## config.mk

```make
export PLATFORM = sky130hd
export DESIGN_NAME = ipct_timer
export DESIGN_NICKNAME = d
export VERILOG_FILES = /design/src/ipct_pkg.sv /design/src/ipct_timer.sv
export SDC_FILE = /design/constraint.sdc
export NUM_CORES = 1
export LEC_CHECK = 0
export ABC_AREA = 1
export BUFFER_PORTS_ARGS = -buffer_cell sky130_fd_sc_hd__clkbuf_2
export CAP_MARGIN = 20
export CORE_MARGIN = 5
export CORE_UTILIZATION = 51
export DETAILED_ROUTE_END_ITERATION = 7
export PLACE_DENSITY = 0.8
export SETUP_SLACK_MARGIN = 0.1
export SLEW_MARGIN = 0
export SYNTH_ARGS = -nofsm -noshare
export SYNTH_HDL_FRONTEND = slang
export SYNTH_SLANG_ARGS = --single-unit
export TNS_END_PERCENT = 10
```

## constraint.sdc

```tcl
create_clock -name sys_clk_i -period 3.5 [get_ports sys_clk_i]
set_clock_uncertainty 0.15 [all_clocks]
set_input_delay 0.7 -clock sys_clk_i [delete_from_list [all_inputs] [get_ports sys_clk_i]]
set_output_delay 0.7 -clock sys_clk_i [all_outputs]
set_load 0.02 [all_outputs]
```

## src/ipct_pkg.sv

```systemverilog
// Notes on behaviour
// - overflow interrupt requests level zero with vector D0h.
// - match/capture interrupt requests level zero with its own vector CEh.
// - overflow pending bit 0 clears when serviced, or by software writing zero.
// - with mask bit 0 set, service clears request and pending bit 1.
// - interval mode: counter equal to reference gives match, interrupt, counter clear.
// - interval mode: output pin toggles on every match.
// - pwm mode: match does not clear; counter wraps FFh to 00h.
// - pwm output low while reference <= counter, high while reference > counter.
// - pwm period is 256 ticks of the selected clock.
// - capture mode: selected edge of capture input loads counter into data register.
// - port one control low bit 4 picks capture source; 0 selects capture pin.
// - capture mode raises overflow on wrap and match/capture on each load.
// - control bits 7:5 select /1024,/256,/64,/8,/1, ext fall, ext rise, stop.
// - writing 1 to control bit 2 clears counter; bit self-clears.
// - control bit 1 enables match/capture irq, bit 0 enables overflow irq.
// - reset clears control to 00h: interval, /1024, interrupts off.
`default_nettype none
package ipct_pkg;
    // ==========================================================
    // control register layout
    localparam logic [7:0] IPCT_CTRL_RST   = 8'h00;
    localparam int         IPCT_CLK_HI     = 7;
    localparam int         IPCT_CLK_LO     = 5;
    localparam int         IPCT_MODE_HI    = 4;
    localparam int         IPCT_MODE_LO    = 3;
    localparam int         IPCT_CLR_BIT    = 2;
    localparam int         IPCT_MCIE_BIT   = 1;
    localparam int         IPCT_OVIE_BIT   = 0;
    localparam int         IPCT_CAPSEL_BIT = 4;
    localparam int         IPCT_OVF_PND    = 0;
    localparam int         IPCT_MC_PND     = 1;
    localparam int         IPCT_MASK_BIT   = 0;
    // ==========================================================
    // modes and clock selections
    localparam logic [1:0] IPCT_MODE_INTV  = 2'h0;
    localparam logic [1:0] IPCT_MODE_CAPR  = 2'h1;
    localparam logic [1:0] IPCT_MODE_CAPF  = 2'h2;
    localparam logic [1:0] IPCT_MODE_PWM   = 2'h3;
    localparam logic [2:0] IPCT_CS_1024    = 3'h0;
    localparam logic [2:0] IPCT_CS_256     = 3'h1;
    localparam logic [2:0] IPCT_CS_64      = 3'h2;
    localparam logic [2:0] IPCT_CS_8       = 3'h3;
    localparam logic [2:0] IPCT_CS_1       = 3'h4;
    localparam logic [2:0] IPCT_CS_EXTF    = 3'h5;
    localparam logic [2:0] IPCT_CS_EXTR    = 3'h6;
    localparam logic [2:0] IPCT_CS_STOP    = 3'h7;
    localparam logic [9:0] IPCT_DIV1024_M  = 10'h3FF;
    localparam logic [9:0] IPCT_DIV256_M   = 10'h0FF;
    localparam logic [9:0] IPCT_DIV64_M    = 10'h03F;
    localparam logic [9:0] IPCT_DIV8_M     = 10'h007;
    localparam logic [7:0] IPCT_CNT_MAX    = 8'hFF;
    localparam logic [7:0] IPCT_CNT_ZERO   = 8'h00;
    // ==========================================================
    // interrupt vectors on request level zero
    localparam logic [7:0] IPCT_VEC_OVF    = 8'hD0;
    localparam logic [7:0] IPCT_VEC_MC     = 8'hCE;
    typedef struct packed {
        logic       valid;
        logic [7:0] vector;
    } ipct_irq_t;
endpackage
`default_nettype wire

```

## src/ipct_timer.sv

```systemverilog
`default_nettype none
module ipct_timer
    import ipct_pkg::*;
(
    // clock and reset
    input  wire logic       sys_clk_i,
    input  wire logic       sys_rst_i,
    // control and reference register write ports, port one control and interrupt mask inputs
    input  wire logic       ctrl_we_i,
    input  wire logic [7:0] ctrl_wdata_i,
    input  wire logic       ref_we_i,
    input  wire logic [7:0] ref_wdata_i,
    input  wire logic [7:0] port_one_control_low_i,
    input  wire logic       interrupt_mask_reg_i,
    // pending register software clear (write zero to bit)
    input  wire logic       pend_we_i,
    input  wire logic [1:0] pend_wdata_i,
    // interrupt service acknowledge
    input  wire logic       irq_ack_i,
    input  wire logic [7:0] irq_ack_vector_i,
    // pins
    input  wire logic       external_clock_pin_i,
    input  wire logic       capture_input_pin_i,
    output logic            pwm_output_pin_o,
    // status
    output logic [7:0]      timer_control_reg_o,
    output logic [7:0]      reference_data_reg_o,
    output logic [7:0]      counter_o,
    output logic [1:0]      interrupt_pending_reg_o,
    output logic            request_level_zero_o,
    output ipct_irq_t       irq_o
);
    // ==========================================================
    // pin synchronisers
    logic [1:0] ext_sync_reg;
    logic [1:0] cap_sync_reg;
    logic       ext_prev_reg;
    logic       cap_prev_reg;
    always_ff @(posedge sys_clk_i)
    begin
        if (sys_rst_i)
        begin
            ext_sync_reg <= 2'h0;
            cap_sync_reg <= 2'h0;
            ext_prev_reg <= 1'b0;
            cap_prev_reg <= 1'b0;
        end
        else
        begin
            ext_sync_reg <= {ext_sync_reg[0], external_clock_pin_i};
            cap_sync_reg <= {cap_sync_reg[0], capture_input_pin_i};
            ext_prev_reg <= ext_sync_reg[1];
            cap_prev_reg <= cap_sync_reg[1];
        end
    end
    wire ext_rise = ext_sync_reg[1] & ~ext_prev_reg;
    wire ext_fall = ~ext_sync_reg[1] & ext_prev_reg;
    // capture source other than the pin is not modelled, so it never fires
    wire cap_src_pin = ~port_one_control_low_i[IPCT_CAPSEL_BIT];
    wire cap_rise = cap_src_pin & cap_sync_reg[1] & ~cap_prev_reg;
    wire cap_fall = cap_src_pin & ~cap_sync_reg[1] & cap_prev_reg;
    // ==========================================================
    // prescaler and tick select
    logic [7:0] ctrl_reg;
    logic [9:0] pre_reg;
    wire  [2:0] clk_sel = ctrl_reg[IPCT_CLK_HI:IPCT_CLK_LO];
    wire  [1:0] mode    = ctrl_reg[IPCT_MODE_HI:IPCT_MODE_LO];
    wire tick = (clk_sel == IPCT_CS_1024) ? ((pre_reg & IPCT_DIV1024_M) == IPCT_DIV1024_M) :
                (clk_sel == IPCT_CS_256)  ? ((pre_reg & IPCT_DIV256_M) == IPCT_DIV256_M) :
                (clk_sel == IPCT_CS_64)   ? ((pre_reg & IPCT_DIV64_M) == IPCT_DIV64_M) :
                (clk_sel == IPCT_CS_8)    ? ((pre_reg & IPCT_DIV8_M) == IPCT_DIV8_M) :
                (clk_sel == IPCT_CS_1)    ? 1'b1 :
                (clk_sel == IPCT_CS_EXTF) ? ext_fall :
                (clk_sel == IPCT_CS_EXTR) ? ext_rise : 1'b0;
    // ==========================================================
    // counter and mode logic
    logic [7:0] cnt_reg;
    logic [7:0] ref_reg;
    logic       out_reg;
    logic [1:0] pend_reg;
    wire        clr_req = ctrl_we_i & ctrl_wdata_i[IPCT_CLR_BIT];
    wire is_intv = (mode == IPCT_MODE_INTV);
    wire is_pwm  = (mode == IPCT_MODE_PWM);
    wire is_cap  = (mode == IPCT_MODE_CAPR) | (mode == IPCT_MODE_CAPF);
    wire match   = tick & is_intv & (cnt_reg == ref_reg);
    wire ovf     = tick & ~is_intv & (cnt_reg == IPCT_CNT_MAX);
    wire capture = ((mode == IPCT_MODE_CAPR) & cap_rise) |
                   ((mode == IPCT_MODE_CAPF) & cap_fall);
    wire [7:0] cnt_next = (clr_req | match) ? IPCT_CNT_ZERO :
                          tick ? cnt_reg + 8'h01 : cnt_reg;
    wire [7:0] ctrl_next = {ctrl_wdata_i[IPCT_CLK_HI:IPCT_CLR_BIT + 1], 1'b0,
                            ctrl_wdata_i[IPCT_CLR_BIT - 1:0]};
    wire [7:0] ref_next = capture ? cnt_reg : (ref_we_i ? ref_wdata_i : ref_reg);
    wire pwm_next = (ref_next > cnt_next);
    wire out_next = is_pwm ? pwm_next : (match ? ~out_reg : out_reg);
    // ==========================================================
    // pending bits: set wins over clear
    wire ack_ovf = irq_ack_i & (irq_ack_vector_i == IPCT_VEC_OVF);
    wire ack_mc  = irq_ack_i & (irq_ack_vector_i == IPCT_VEC_MC) & interrupt_mask_reg_i;
    wire set_ovf = ovf & ctrl_reg[IPCT_OVIE_BIT];
    wire set_mc  = (match | (capture & is_cap)) & ctrl_reg[IPCT_MCIE_BIT];
    wire clr_ovf = ack_ovf | (pend_we_i & ~pend_wdata_i[IPCT_OVF_PND]);
    wire clr_mc  = ack_mc | (pend_we_i & ~pend_wdata_i[IPCT_MC_PND]);
    wire [1:0] pend_next = {set_mc | (pend_reg[IPCT_MC_PND] & ~clr_mc),
                            set_ovf | (pend_reg[IPCT_OVF_PND] & ~clr_ovf)};
    // overflow served first when both pend; same level, distinct vectors
    wire       req_next = |pend_next;
    wire [7:0] vec_next = pend_next[IPCT_OVF_PND] ? IPCT_VEC_OVF : IPCT_VEC_MC;
    always_ff @(posedge sys_clk_i)
    begin
        if (sys_rst_i)
        begin
            ctrl_reg <= IPCT_CTRL_RST;
            pre_reg  <= 10'h000;
            cnt_reg  <= IPCT_CNT_ZERO;
            ref_reg  <= IPCT_CNT_ZERO;
            out_reg  <= 1'b0;
            pend_reg <= 2'h0;
            irq_o    <= '0;
        end
        else
        begin
            if (ctrl_we_i)
                ctrl_reg <= ctrl_next;
            pre_reg  <= pre_reg + 10'h001;
            cnt_reg  <= cnt_next;
            ref_reg  <= ref_next;
            out_reg  <= out_next;
            pend_reg <= pend_next;
            irq_o    <= '{valid: req_next, vector: vec_next};
        end
    end
    always_comb
    begin
        timer_control_reg_o     = ctrl_reg;
        reference_data_reg_o    = ref_reg;
        counter_o               = cnt_reg;
        pwm_output_pin_o        = out_reg;
        interrupt_pending_reg_o = pend_reg;
        request_level_zero_o    = irq_o.valid;
    end

    // ==========================================================
    // period helper: ticks since the last wrap, trusted only after one wrap
    logic [7:0] wrap_ticks_reg;
    logic       wrap_seen_reg;
    always_ff @(posedge sys_clk_i)
    begin
        if (sys_rst_i || !is_pwm || clr_req)
        begin
            wrap_ticks_reg <= IPCT_CNT_ZERO;
            wrap_seen_reg  <= 1'b0;
        end
        else if (ovf)
        begin
            wrap_ticks_reg <= IPCT_CNT_ZERO;
            wrap_seen_reg  <= 1'b1;
        end
        else if (tick)
            wrap_ticks_reg <= wrap_ticks_reg + 8'h01;
    end
endmodule
`default_nettype wire

```

### Word level (Yosys, flattened, before mapping)

Cells that the tools add are included.

* register bits after elaboration: 51
* latch bits: 0
* bits in writable memories: 0
* memory bits (read-only): 0
* input port bits: 43
* output and inout port bits: 37
* logic and storage cells: 92
* memories: 0

* add/subtract/negate cells: 2
* $mul: 0
* div/mod/pow operators: 0
* $lt $le $gt $ge: 1
* eq/ne operators: 17
* shifts and indexed selects: 0
* multiplexer cells: 14
* bitwise gates (word level): 42
* reduce and logical (&&, ||, !) cells: 4

Operators by type and width (number)
* 8-bit equality test (second input constant): 4
* 8-bit 2-to-1 mux: 4
* 1-bit bitwise AND: 23
* 3-bit equality test (second input constant): 4
* 1-bit NOT: 11
* 10-bit by 1-bit adder with 10-bit output (second input constant): 1
* 10-bit equality test (second input constant): 1
* 1-bit 2-to-1 mux: 9
* 8-bit by 1-bit adder with 8-bit output (second input constant): 1
* 8-bit equality test: 1
* 8-bit > comparator: 1
* 1-bit bitwise OR: 8
* 3-bit by 2-bit equality test with 1-bit output (second input constant): 2
* 6-bit equality test (second input constant): 1
* 5-bit 2-to-1 mux: 1
* 2-bit equality test (second input constant): 2
* 3-bit by 1-bit equality test with 1-bit output (second input constant): 1
* 3-bit logical NOT: 1
* 2-bit by 1-bit equality test with 1-bit output (second input constant): 1
* 2-bit logical NOT: 1
* 2-bit nonzero test: 1
* 2-bit OR reduction: 1

### Longest topological paths before layout

Gate-level depths: netlist (run 1).

* depth in word-level cells: 15
* depth in mapped cells: 19
* depth with buffers taken out: 19

### Worst setup path before layout (run 1)

OpenSTA, ideal clock, no wires.

* kind: input-to-reg
* from: in port_one_control_low_i[4]
* to: reg out_reg (netlist: pwm_output_pin_o)
* setup time: 0.109 ns
* arrival time: 2.315 ns
* required time: 3.241 ns
* slack: 0.926 ns
* cell stages on the path: 14
* buffers on the path: 1
* cell sequence: a211oi_2 buf_2 nand2_1 o21ai_0 inv_1 ha_1 nand2_1 nor2_1 nand3_1 nor2_1 o21a_1 nor2_1 nand2_1 inv_1

* longest elaborated chain between the ends: 8

Ends and longest elaborated chain
* start: declaration: line ipct_timer.sv:13 `input wire logic [7:0] port_one_control_low_i,`
* 1-bit NOT (*): line ipct_timer.sv:59 `wire cap_src_pin = ~port_one_control_low_i[IPCT_CAPSEL_BIT];`
* 1-bit bitwise AND (on tied branches) (2 in series): line ipct_timer.sv:60, ipct_timer.sv:61
* 1-bit bitwise AND (on tied branches): line ipct_timer.sv:87, ipct_timer.sv:88
* 1-bit bitwise OR (*): line ipct_timer.sv:87 `wire capture = ((mode == IPCT_MODE_CAPR) & cap_rise) |`
* 8-bit 2-to-1 mux (*): line ipct_timer.sv:93 `wire [7:0] ref_next = capture ? cnt_reg : (ref_we_i ? ref_wdata_i : ref_reg);`
* net ref_next[6]: line ipct_timer.sv:93
* 8-bit > comparator (*): line ipct_timer.sv:94 `wire pwm_next = (ref_next > cnt_next);`
* 1-bit 2-to-1 mux (*): line ipct_timer.sv:95 `wire out_next = is_pwm ? pwm_next : (match ? ~out_reg : out_reg);`
* end signal: assignment: line ipct_timer.sv:128 `out_reg <= out_next;`
* end: declaration: line ipct_timer.sv:79 `logic out_reg;`

The timed path passes the listed nets; every way through them passes the cells marked *.
A chain may end at the register's enable or synchronous reset.

### Final worst setup path (run 1)

* from: reg pre_reg[0]
* to: reg out_reg (netlist: pwm_output_pin_o)

* longest elaborated chain between the ends: 11

Ends and longest elaborated chain
* start: declaration: line ipct_timer.sv:65 `logic [9:0] pre_reg;`
* start signal: assignment: line ipct_timer.sv:125 `pre_reg <= pre_reg + 10'h001;`
* 3-bit equality test: line ipct_timer.sv:71 `(clk_sel == IPCT_CS_8) ? ((pre_reg & IPCT_DIV8_M) == IPCT_DIV8_M) :`
* 1-bit 2-to-1 mux: line ipct_timer.sv:71
* 1-bit 2-to-1 mux: line ipct_timer.sv:70 `(clk_sel == IPCT_CS_64) ? ((pre_reg & IPCT_DIV64_M) == IPCT_DIV64_M) :`
* 1-bit 2-to-1 mux: line ipct_timer.sv:69 `(clk_sel == IPCT_CS_256) ? ((pre_reg & IPCT_DIV256_M) == IPCT_DIV256_M) :`
* 1-bit 2-to-1 mux (*): line ipct_timer.sv:68 `wire tick = (clk_sel == IPCT_CS_1024) ? ((pre_reg & IPCT_DIV1024_M) == IPCT_DIV1024_M) :`
* 1-bit bitwise AND (2 in series): line ipct_timer.sv:85 `wire match = tick & is_intv & (cnt_reg == ref_reg);`
* 1-bit bitwise OR: line ipct_timer.sv:89 `wire [7:0] cnt_next = (clr_req | match) ? IPCT_CNT_ZERO :`
* 8-bit 2-to-1 mux: line ipct_timer.sv:89
* 8-bit > comparator: line ipct_timer.sv:94
* 1-bit 2-to-1 mux: line ipct_timer.sv:95

Every way passes the cells marked *; elsewhere a longest branch is shown, timed or not.

==> metrics.csv, run 1 <==
metric,value,unit
clkTransAtPathRegs,0.08,ns
num_rows,25,
slowest_delay,0.34,ns
maxCapViolCount,0,
cts_tree,built,
final_common_cell,clkbuf_2,
setup_viol,0,
start_kind,flop,
clockPowerShare,0.305,
areaGrowthSynthToFinish,17.5,%
clk-insertion-delay-late,0.31,ns
crit_path_end_kind,flop,
power.internal,0.746,mW
reg2reg_to,pwm_output_pin_o$_SDFFE_PP0P_,
hold_violations,0,
die_h,80.2,um
r2r-start,pre_reg[0]$_SDFF_PP0_,
yosysWarningCount,0,
fmax,0.323,GHz
drc_errors,0,
ys_seq_elements,45,
synth_cells,351,
pwr-share-seq,0.517,
fin_crit_sh,0.884,
initial_core_util,0.528,
mostFrequentLayoutCells,"69 x clkbuf_2, 65 x nand2_1, 52 x inv_1",
vias,2381,
status,"complete, no violations",
dieWidth,80.2,um
overflow,0,
grtUsageTotal,0.186,
grt_pass1_vias,2174,
largest_reg_flops,10,
final_nets,474,
ios,80,
cts_resized,0,
path_cells,ha_1 > ha_1 > nor2_1 > nor2_1 > nand2_2 > nand4_4 > nand2_2 > o21ai_2 > inv_2 > nand2_1 > ha_1 > a21oi_1 > o21ai_0 > a21oi_1 > o21a_1 > nor2_1 > nand2_1 > inv_1,
min_to,cap_sync_reg[1]$_SDFF_PP0_,
wire_per_inst,11.7,um
leakage,1.45,nW
drv_slew,0,
power_frac_comb,0.178,
hold_depth,2,
first_pass_iters,5,
required,3.56,ns
synth_top_area_cell,dfxtp_1,
slowest_stage,ha_1,
fin_hold_ws,0.255,ns
drt_iter0_markers,118,
netlist_area,2510,um2
synth_area_leaders,"dfxtp_1 36%, nand2_1 9.7%, inv_1 7.8%, nor2_1 7.6%, ha_1 7.5%",
grt_max_degree,32,
clock-root-buffer,clkbuf_8,
reg2reg_depth,18,
synth_cell_type_count,37,
diodes,0,
cts_hold_buf,0,
dpl_worst_slack,0.508,ns
ant_nets,0,
core_region_area,4750,um2
ff2ff_setup_slack,0.41,ns
period_needed,3.09,ns
switching_share,0.299,
min_path_type,flop to flop,
synth-seq-area-share,0.359,
clockBufferDepth,2,
worst_slack,0.408,ns
vdd_drop_max,0.218,mV
grt_pass1_wl,9550,um
routed_wirelength,5680,um
gp_congestion,0.848,
p_switching,0.318,mW
power_density,361,nW/um2
crit_type,flop to flop,
cts-buffers-inserted,5,
cts.sinks,45,
min-delay-start,cap_sync_reg[0]$_SDFF_PP0_,
io_buffers,69,
arrival,3.15,ns
h-tree-depth,2,
dp_hpwl,4380,um
grt_setup_unrepaired,no,
post_cts_buffers,0,
worstPathMaxFanout,18,
vias_per_cell,4.92,
fin_tns_setup,0,ns
syn_area_per_cell,7.15,um2
antenna_found_initial,0,
synth_top_area_frac,0.359,
dieArea,6430,um2
drive_gt1_frac,0.242,
critical path, delay by kind of cell, from the launching register on:
| kind | cells | cell delay [ns] |
|---|---|---|
| AOI/OAI and AO/OA | 5 | 0.66 |
| adders and majority gates | 3 | 0.76 |
| buffers and inverters | 2 | 0.17 |
| DFF | 1 | 0.33 |
| and+or+nand+nor | 8 | 0.92 |
power groups by stage:
| stage | registers, mW | logic [mW] | clock network [mW] |
|---|---|---|---|
| final | 0.550 | 0.190 | 0.325 |
| after global routing | 0.553 | 0.216 | 0.350 |
| after CTS | 0.550 | 0.191 | 0.329 |
| after detailed placement | 0.562 | 0.189 | 0 |
| after global placement | 0.561 | 0.185 | 0 |
| after floorplan | 0.578 | 0.115 | 0 |
area by class of cell:
type | instances | area (um2)
Clock buffer | 6 | 72.6
Clock inverter | 2 | 15.0
Fill cell | 453 | 1800
Inverter | 53 | 199
Multi-Input combinational cell | 239 | 1310
Sequential cell | 45 | 901
Tap cell | 67 | 83.8
Timing Repair Buffer | 72 | 368
metrics by stage:
step / area (um2) / instances / util / power, mW
2_1_floorplan: 2520 / 353 / - / 0.693
3_5_place_dp: 2860 / 476 / 0.602 / 0.751
4_1_cts: 2950 / 484 / 0.621 / 1.07
6_report: 2950 / 484 / 0.621 / 1.06
5_1_grt: 2950 / 484 / 0.621 / 1.12
3_3_place_gp: 2860 / 476 / 0.602 / 0.747
metal layers:
layer | share of wire | GRT usage | vias up
met5 | 0 | 0 | -
met4 | 0.011 | 0.0507 | 0
met3 | 0.083 | 0.0426 | 7
met2 | 0.46 | 0.327 | 83
met1 | 0.45 | 0.227 | 1058
li1 | - | - | 1233
cell families (layout without fill, tap and decap cells):
logic type               Yosys count  in the layout  share of synthesized area
AO/OA/AOI/OAI                     60             60                      0.136
XOR/XNOR                           8              8                     0.0279
adder cells (fa/ha/maj)           15             15                     0.0747
buffers and inverters             69            133                      0.122
flip-flops                        45             45                      0.359
multiplexers                       3              3                     0.0135
other                              1              3                    0.00149
AND/OR/NAND/NOR                  150            150                      0.267
cell usage after synthesis (all sizes together):
cell and count:
a211oi 1, a21oi 15, a31oi 1, buf 11, clkbuf 5, conb 1, dfxtp 45, ha 15
inv 53, mux2 3, nand2 73, nand3 10, nand3b 2, nand4 3, nor2 53, nor3 7
nor3b 1, nor4b 1, o21a 4, o21ai 33, o21bai 1, o221ai 1, o22ai 3, o41ai 1
xnor2 2, xor2 6
worst max-delay path by stage:
stage / startpoint / to / slack [ns] / cells past startpoint
3_3_place_gp: pre_reg[0]$_SDFF_PP0_ / pwm_output_pin_o$_SDFFE_PP0P_ / 0.55 / 19
6_report: pre_reg[0]$_SDFF_PP0_ / pwm_output_pin_o$_SDFFE_PP0P_ / 0.41 / 18
2_1_floorplan: port_one_control_low_i[4] / pwm_output_pin_o$_SDFFE_PP0P_ / 0.93 / 14
4_1_cts: pre_reg[0]$_SDFF_PP0_ / pwm_output_pin_o$_SDFFE_PP0P_ / 0.40 / 18
3_5_place_dp: pre_reg[0]$_SDFF_PP0_ / pwm_output_pin_o$_SDFFE_PP0P_ / 0.51 / 18
5_1_grt: pre_reg[0]$_SDFF_PP0_ / pwm_output_pin_o$_SDFFE_PP0P_ / 0.20 / 18
No activity file was read; power rests on OpenSTA's default activity.
==> run 2, diff against run 1 <==
- HOLD_SLACK_MARGIN: default -> 0.15
- PLACE_DENSITY: 0.8 -> 0.85
==> run 2 against run 1 <==
  * Register-to-register slack improved by 0.07 ns
  * Combinational power barely moved
  * First-iteration DRC count rose by 63%
  * Core utilization fell by 0.16 points
  * Maximum frequency rose by 2.4%
  * Global-route usage fell by 0.29 points
==> metrics.csv, run 2 (synthesis gave the netlist of run 1 again) <==
metric,value,unit
gp_congestion,0.829,
num_rows,25,
fin_tns_setup,0,ns
min_path_type,flop to flop,
fin_cells,483,
cts.sinks,45,
io_buffers,69,
dp_cells,475,
final_common_cell,clkbuf_2,
dpl-instance-area,2860,um2
grt_pass1_vias,2143,
cts-buffers-inserted,5,
ios,80,
final_nets,473,
drc_errors,0,
grtUsageTotal,0.183,
cp_common_cell,nor2_1,
start_kind,flop,
dieWidth,80.2,um
vias,2356,
dpl_worst_slack,0.510,ns
core_region_area,4750,um2
finalPower,1.06,mW
worstPathMaxFanout,18,
cts_hold_buf,0,
wire_per_inst,11.6,um
vdd_drop_max,0.205,mV
cts_tree,built,
mostFrequentLayoutCells,"69 x clkbuf_2, 65 x nand2_1, 52 x inv_1",
die_h,80.2,um
crit_type,flop to flop,
drive_gt1_frac,0.240,
worst_slack,0.480,ns
slowest_delay,0.33,ns
fin_crit_sh,0.863,
power_density,361,nW/um2
critPathTopFamily,simple AND/OR/NAND/NOR gates,
maxCapViolCount,0,
leakage,1.45,nW
slowest_stage,dfxtp_1,
clockBufferDepth,2,
h-tree-depth,2,
arrival,3.09,ns
hold_violations,0,
grt_setup_unrepaired,no,
fin_hold_ws,0.253,ns
ant_nets,0,
dp_hpwl,4340,um
crit_path_end_kind,flop,
routed_wirelength,5610,um
initial_core_util,0.528,
vias_per_cell,4.88,
drv_slew,0,
path_cells,ha_1 > ha_1 > nor2_1 > nor2_1 > nand2_2 > nand4_4 > nand2_2 > o21ai_2 > inv_2 > nand2_1 > ha_1 > nand2_1 > nor2_1 > nand3_1 > nor2_1 > o21a_1 > nor2_1 > nand2_1 > inv_1,
first_pass_iters,4,
fmax,0.331,GHz
required,3.57,ns
areaGrowthSynthToFinish,17.2,%
grt_max_degree,32,
cts_resized,0,
diodes,0,
final_core_util,0.619,
setup_viol,0,
dieArea,6430,um2
design_area,2940,um2
grt_pass1_wl,9350,um
critPathBufInv,2,
clk-insertion-delay-late,0.31,ns
post_cts_buffers,0,
clock-root-buffer,clkbuf_8,
overflow,0,
drt_iter0_markers,192,
status,"complete, no violations",
fillCellCount,425,
clkTransAtPathRegs,0.09,ns
antenna_found_initial,0,
largest_reg_flops,10,
period_needed,3.02,ns
==> run 2: cell types whose count changed in the layout (fill, tap and decap cells not counted) <==
cell and change:
buf_4 -1
==> run 2: worst paths after layout <==
check                                                start                             to  slack [ns]  depth (start not counted)
worst max-delay path                 pre_reg[0]$_SDFF_PP0_  pwm_output_pin_o$_SDFFE_PP0P_        0.48                         19
worst min-delay path            ext_sync_reg[0]$_SDFF_PP0_     ext_sync_reg[1]$_SDFF_PP0_        0.25                          2
worst max register to register       pre_reg[0]$_SDFF_PP0_  pwm_output_pin_o$_SDFFE_PP0P_        0.48                         19
worst min register to register  ext_sync_reg[0]$_SDFF_PP0_     ext_sync_reg[1]$_SDFF_PP0_        0.25                          2
==> run 2: tightest hold or removal path, delay by kind of cell, from the launching register on <==
family	cells	cell delay, ns
buffers and inverters	1	0.04
flip-flops	1	0.30
AND/OR/NAND/NOR	1	0.03
==> run 2: where the power goes <==
group / internal [mW] / switching (mW) / leakage, nW
clock: 0.141 / 0.184 / 0.0374
combinational: 0.0719 / 0.117 / 1.04
sequential: 0.533 / 0.0178 / 0.369
total: 0.745 / 0.319 / 1.45
==> run 2: per-layer routing <==
metal	track usage	part of all wire
met1	0.236	0.45
met2	0.293	0.44
met3	0.0359	0.086
met4	0.0861	0.018
met5	0	0
==> run 2: cell type report <==
type | instances | area (um2) | area share
multi-input cells | 239 | 1310 | 0.446
flip-flops and latches | 45 | 901 | 0.306
repair buffers | 71 | 360 | 0.122
inverters | 53 | 199 | 0.0676
well taps | 67 | 83.8 | 0.0285
clock buffers | 6 | 72.6 | 0.0246
clock inverters | 2 | 15.0 | 0.00510
==> run 3, diff against run 2 <==
- ABC_AREA: 1 -> default
- PLACE_DENSITY: 0.85 -> 0.84
==> run 3 against run 2 <==
  * Final area grew 7.9%
  * Global-route usage grew 2.2 points
  * First-iteration DRC count grew 46%
  * Maximum frequency shrank 7.7%
  * Area after synthesis rose by 4.0%
  * Core utilization increased by 1.1 points
  * Sequential share of layout area is 2.2 points lower
  * Flip-flop and latch count is the same
  * Largest cell class unchanged
  * Largest power group unchanged
==> metrics.csv, run 3 <==
metric,value,unit
drc_errors,0,
fin_crit_sh,0.935,
dieArea,6650,um2
leakage,1.44,nW
fin_hold_ws,0.311,ns
grt_setup_unrepaired,no,
final_common_cell,clkbuf_2,
start_kind,flop,
ant_nets,0,
clockBufferDepth,2,
die_h,81.6,um
areaGrowthSynthToFinish,21.7,%
core_region_area,5040,um2
synth_most_common_cell,dfxtp_1,
tightest_slew,0.568,ns
setup_viol,0,
max-slew-margin-rel,0.622,
synth-edff-count,0,
synth_top_area_frac,0.345,
diodes,0,
worstPathMaxFanout,5,
gp_congestion,0.855,
grt_pass1_vias,2409,
clock-root-buffer,clkbuf_8,
post_cts_buffers,0,
dieWidth,81.6,um
drive_gt1_frac,0.285,
ios,80,
grtUsageTotal,0.205,
fillCellCount,420,
period_needed,3.27,ns
mostFrequentLayoutCells,"69 x clkbuf_2, 43 x dfxtp_1, 21 x nor2_1",
synth_cells,299,
synth-seq-area-share,0.345,
synth_commonest_cells,"45 x dfxtp_1, 21 x nor2_1, 19 x o21ai_0",
drt_iter0_markers,280,
yosysWarningCount,0,
dpl-instance-area,3010,um2
antenna_found_initial,0,
grt_max_degree,32,
synth_cell_type_count,50,
dp_hpwl,5050,um
vias,2526,
overflow,0,
synth_area_leaders,"dfxtp_1 34%, ha_1 7.2%, mux2i_1 5.7%, o21ai_0 3.6%, o211a_1 3.4%",
synth_top_area_cell,dfxtp_1,
grt_pass1_wl,10700,um
min_path_type,flop to flop,
cts.sinks,45,
clkTransAtPathRegs,0.09,ns
crit_type,flop to flop,
drv_slew,0,
h-tree-depth,2,
vias_per_cell,5.77,
ys_seq_elements,45,
fin_tns_setup,0,ns
hold_violations,0,
crit_path_end_kind,flop,
final_nets,425,
syn_area_per_cell,8.73,um2
first_pass_iters,5,
maxCapViolCount,0,
clk-insertion-delay-late,0.31,ns
wire_per_inst,15.5,um
arrival,3.31,ns
vdd_drop_max,0.246,mV
routed_wirelength,6810,um
design_area,3180,um2
netlist_area,2610,um2
status,"complete, no violations",
power_density,348,nW/um2
cts_tree,built,
async_flop_share,0,
initial_core_util,0.518,
required,3.54,ns
fmax,0.306,GHz
io_buffers,69,
synthFlopType,dfxtp_1,
cts-buffers-inserted,5,
num_rows,26,
largest_reg_flops,10,
==> run 3: final timing paths <==
path         cells after the start                             to  slack (ns)                       start
min reg2reg                      1     cap_sync_reg[1]$_SDFF_PP0_        0.31  cap_sync_reg[0]$_SDFF_PP0_
max reg2reg                     13  pwm_output_pin_o$_SDFFE_PP0P_        0.23       pre_reg[1]$_SDFF_PP0_
max                             13  pwm_output_pin_o$_SDFFE_PP0P_        0.23       pre_reg[1]$_SDFF_PP0_
min                              1     cap_sync_reg[1]$_SDFF_PP0_        0.31  cap_sync_reg[0]$_SDFF_PP0_
==> run 3: critical path, stage by stage (launching register included) <==
cell     delay (ns)
dfxtp_2        0.36
ha_4           0.16
ha_1           0.14
and3b_1        0.20
or3_4          0.41
nor4_4         0.32
nor3_1         0.09
o21ai_0        0.22
ha_1           0.28
a21o_1         0.18
a21oi_1        0.16
a21oi_1        0.11
o31ai_2        0.26
nand4_1        0.10
==> run 3: per-stage QoR <==
| stage | cells | worst slack, ns | utilization | power (mW) |
|---|---|---|---|---|
| after detailed placement | 430 | -0.0602 | 0.597 | 0.753 |
| after global routing | 438 | 0.0997 | 0.630 | 1.16 |
| after floorplan | 301 | 0.292 | - | 0.690 |
| after global placement | 430 | 0.0619 | 0.597 | 0.745 |
| after CTS | 438 | 0.108 | 0.620 | 1.10 |
| final | 438 | 0.229 | 0.630 | 1.11 |
==> run 3: logic make-up (layout without fill, tap and decap cells) <==
family,count (synthesis),count (layout),share of synthesized area
xor gates and xnor gates,13,13,0.0436
other,1,3,0.00144
DFF,45,45,0.345
and+or+nand+nor,115,115,0.248
buffers and inverters,28,95,0.0551
muxes,15,15,0.0575
AOI/OAI and AO/OA,67,67,0.177
adders and majority gates,15,15,0.0719
==> run 3: power by group <==
group	internal, mW	switching [mW]	total (mW)
combinational	0.0836	0.113	0.196
clock	0.164	0.189	0.353
sequential	0.533	0.0234	0.556
==> run 3: per-layer routing <==
metal  up-vias  share of wire  track usage
met2       117           0.49        0.357
met5         -              0            0
met1      1173           0.41        0.253
li1       1224              -            -
met4         0          0.016       0.0811
met3        12          0.082       0.0307
==> run 3: timing repair <==
action,in CTS,in global routing
resized for setup,4,12
gates cloned,0,0
setup endpoints to repair,1,1
hold buffers,0,0
pin swaps,0,1
==> run 3: area by class of cell <==
cell class	instances	area [um2]	area share
repair buffers	78	413	0.130
well taps	70	87.6	0.0276
clock inverters	2	17.5	0.00551
clock buffers	6	82.6	0.0260
inverters	9	33.8	0.0106
flip-flops and latches	45	903	0.284
multi-input cells	228	1640	0.516
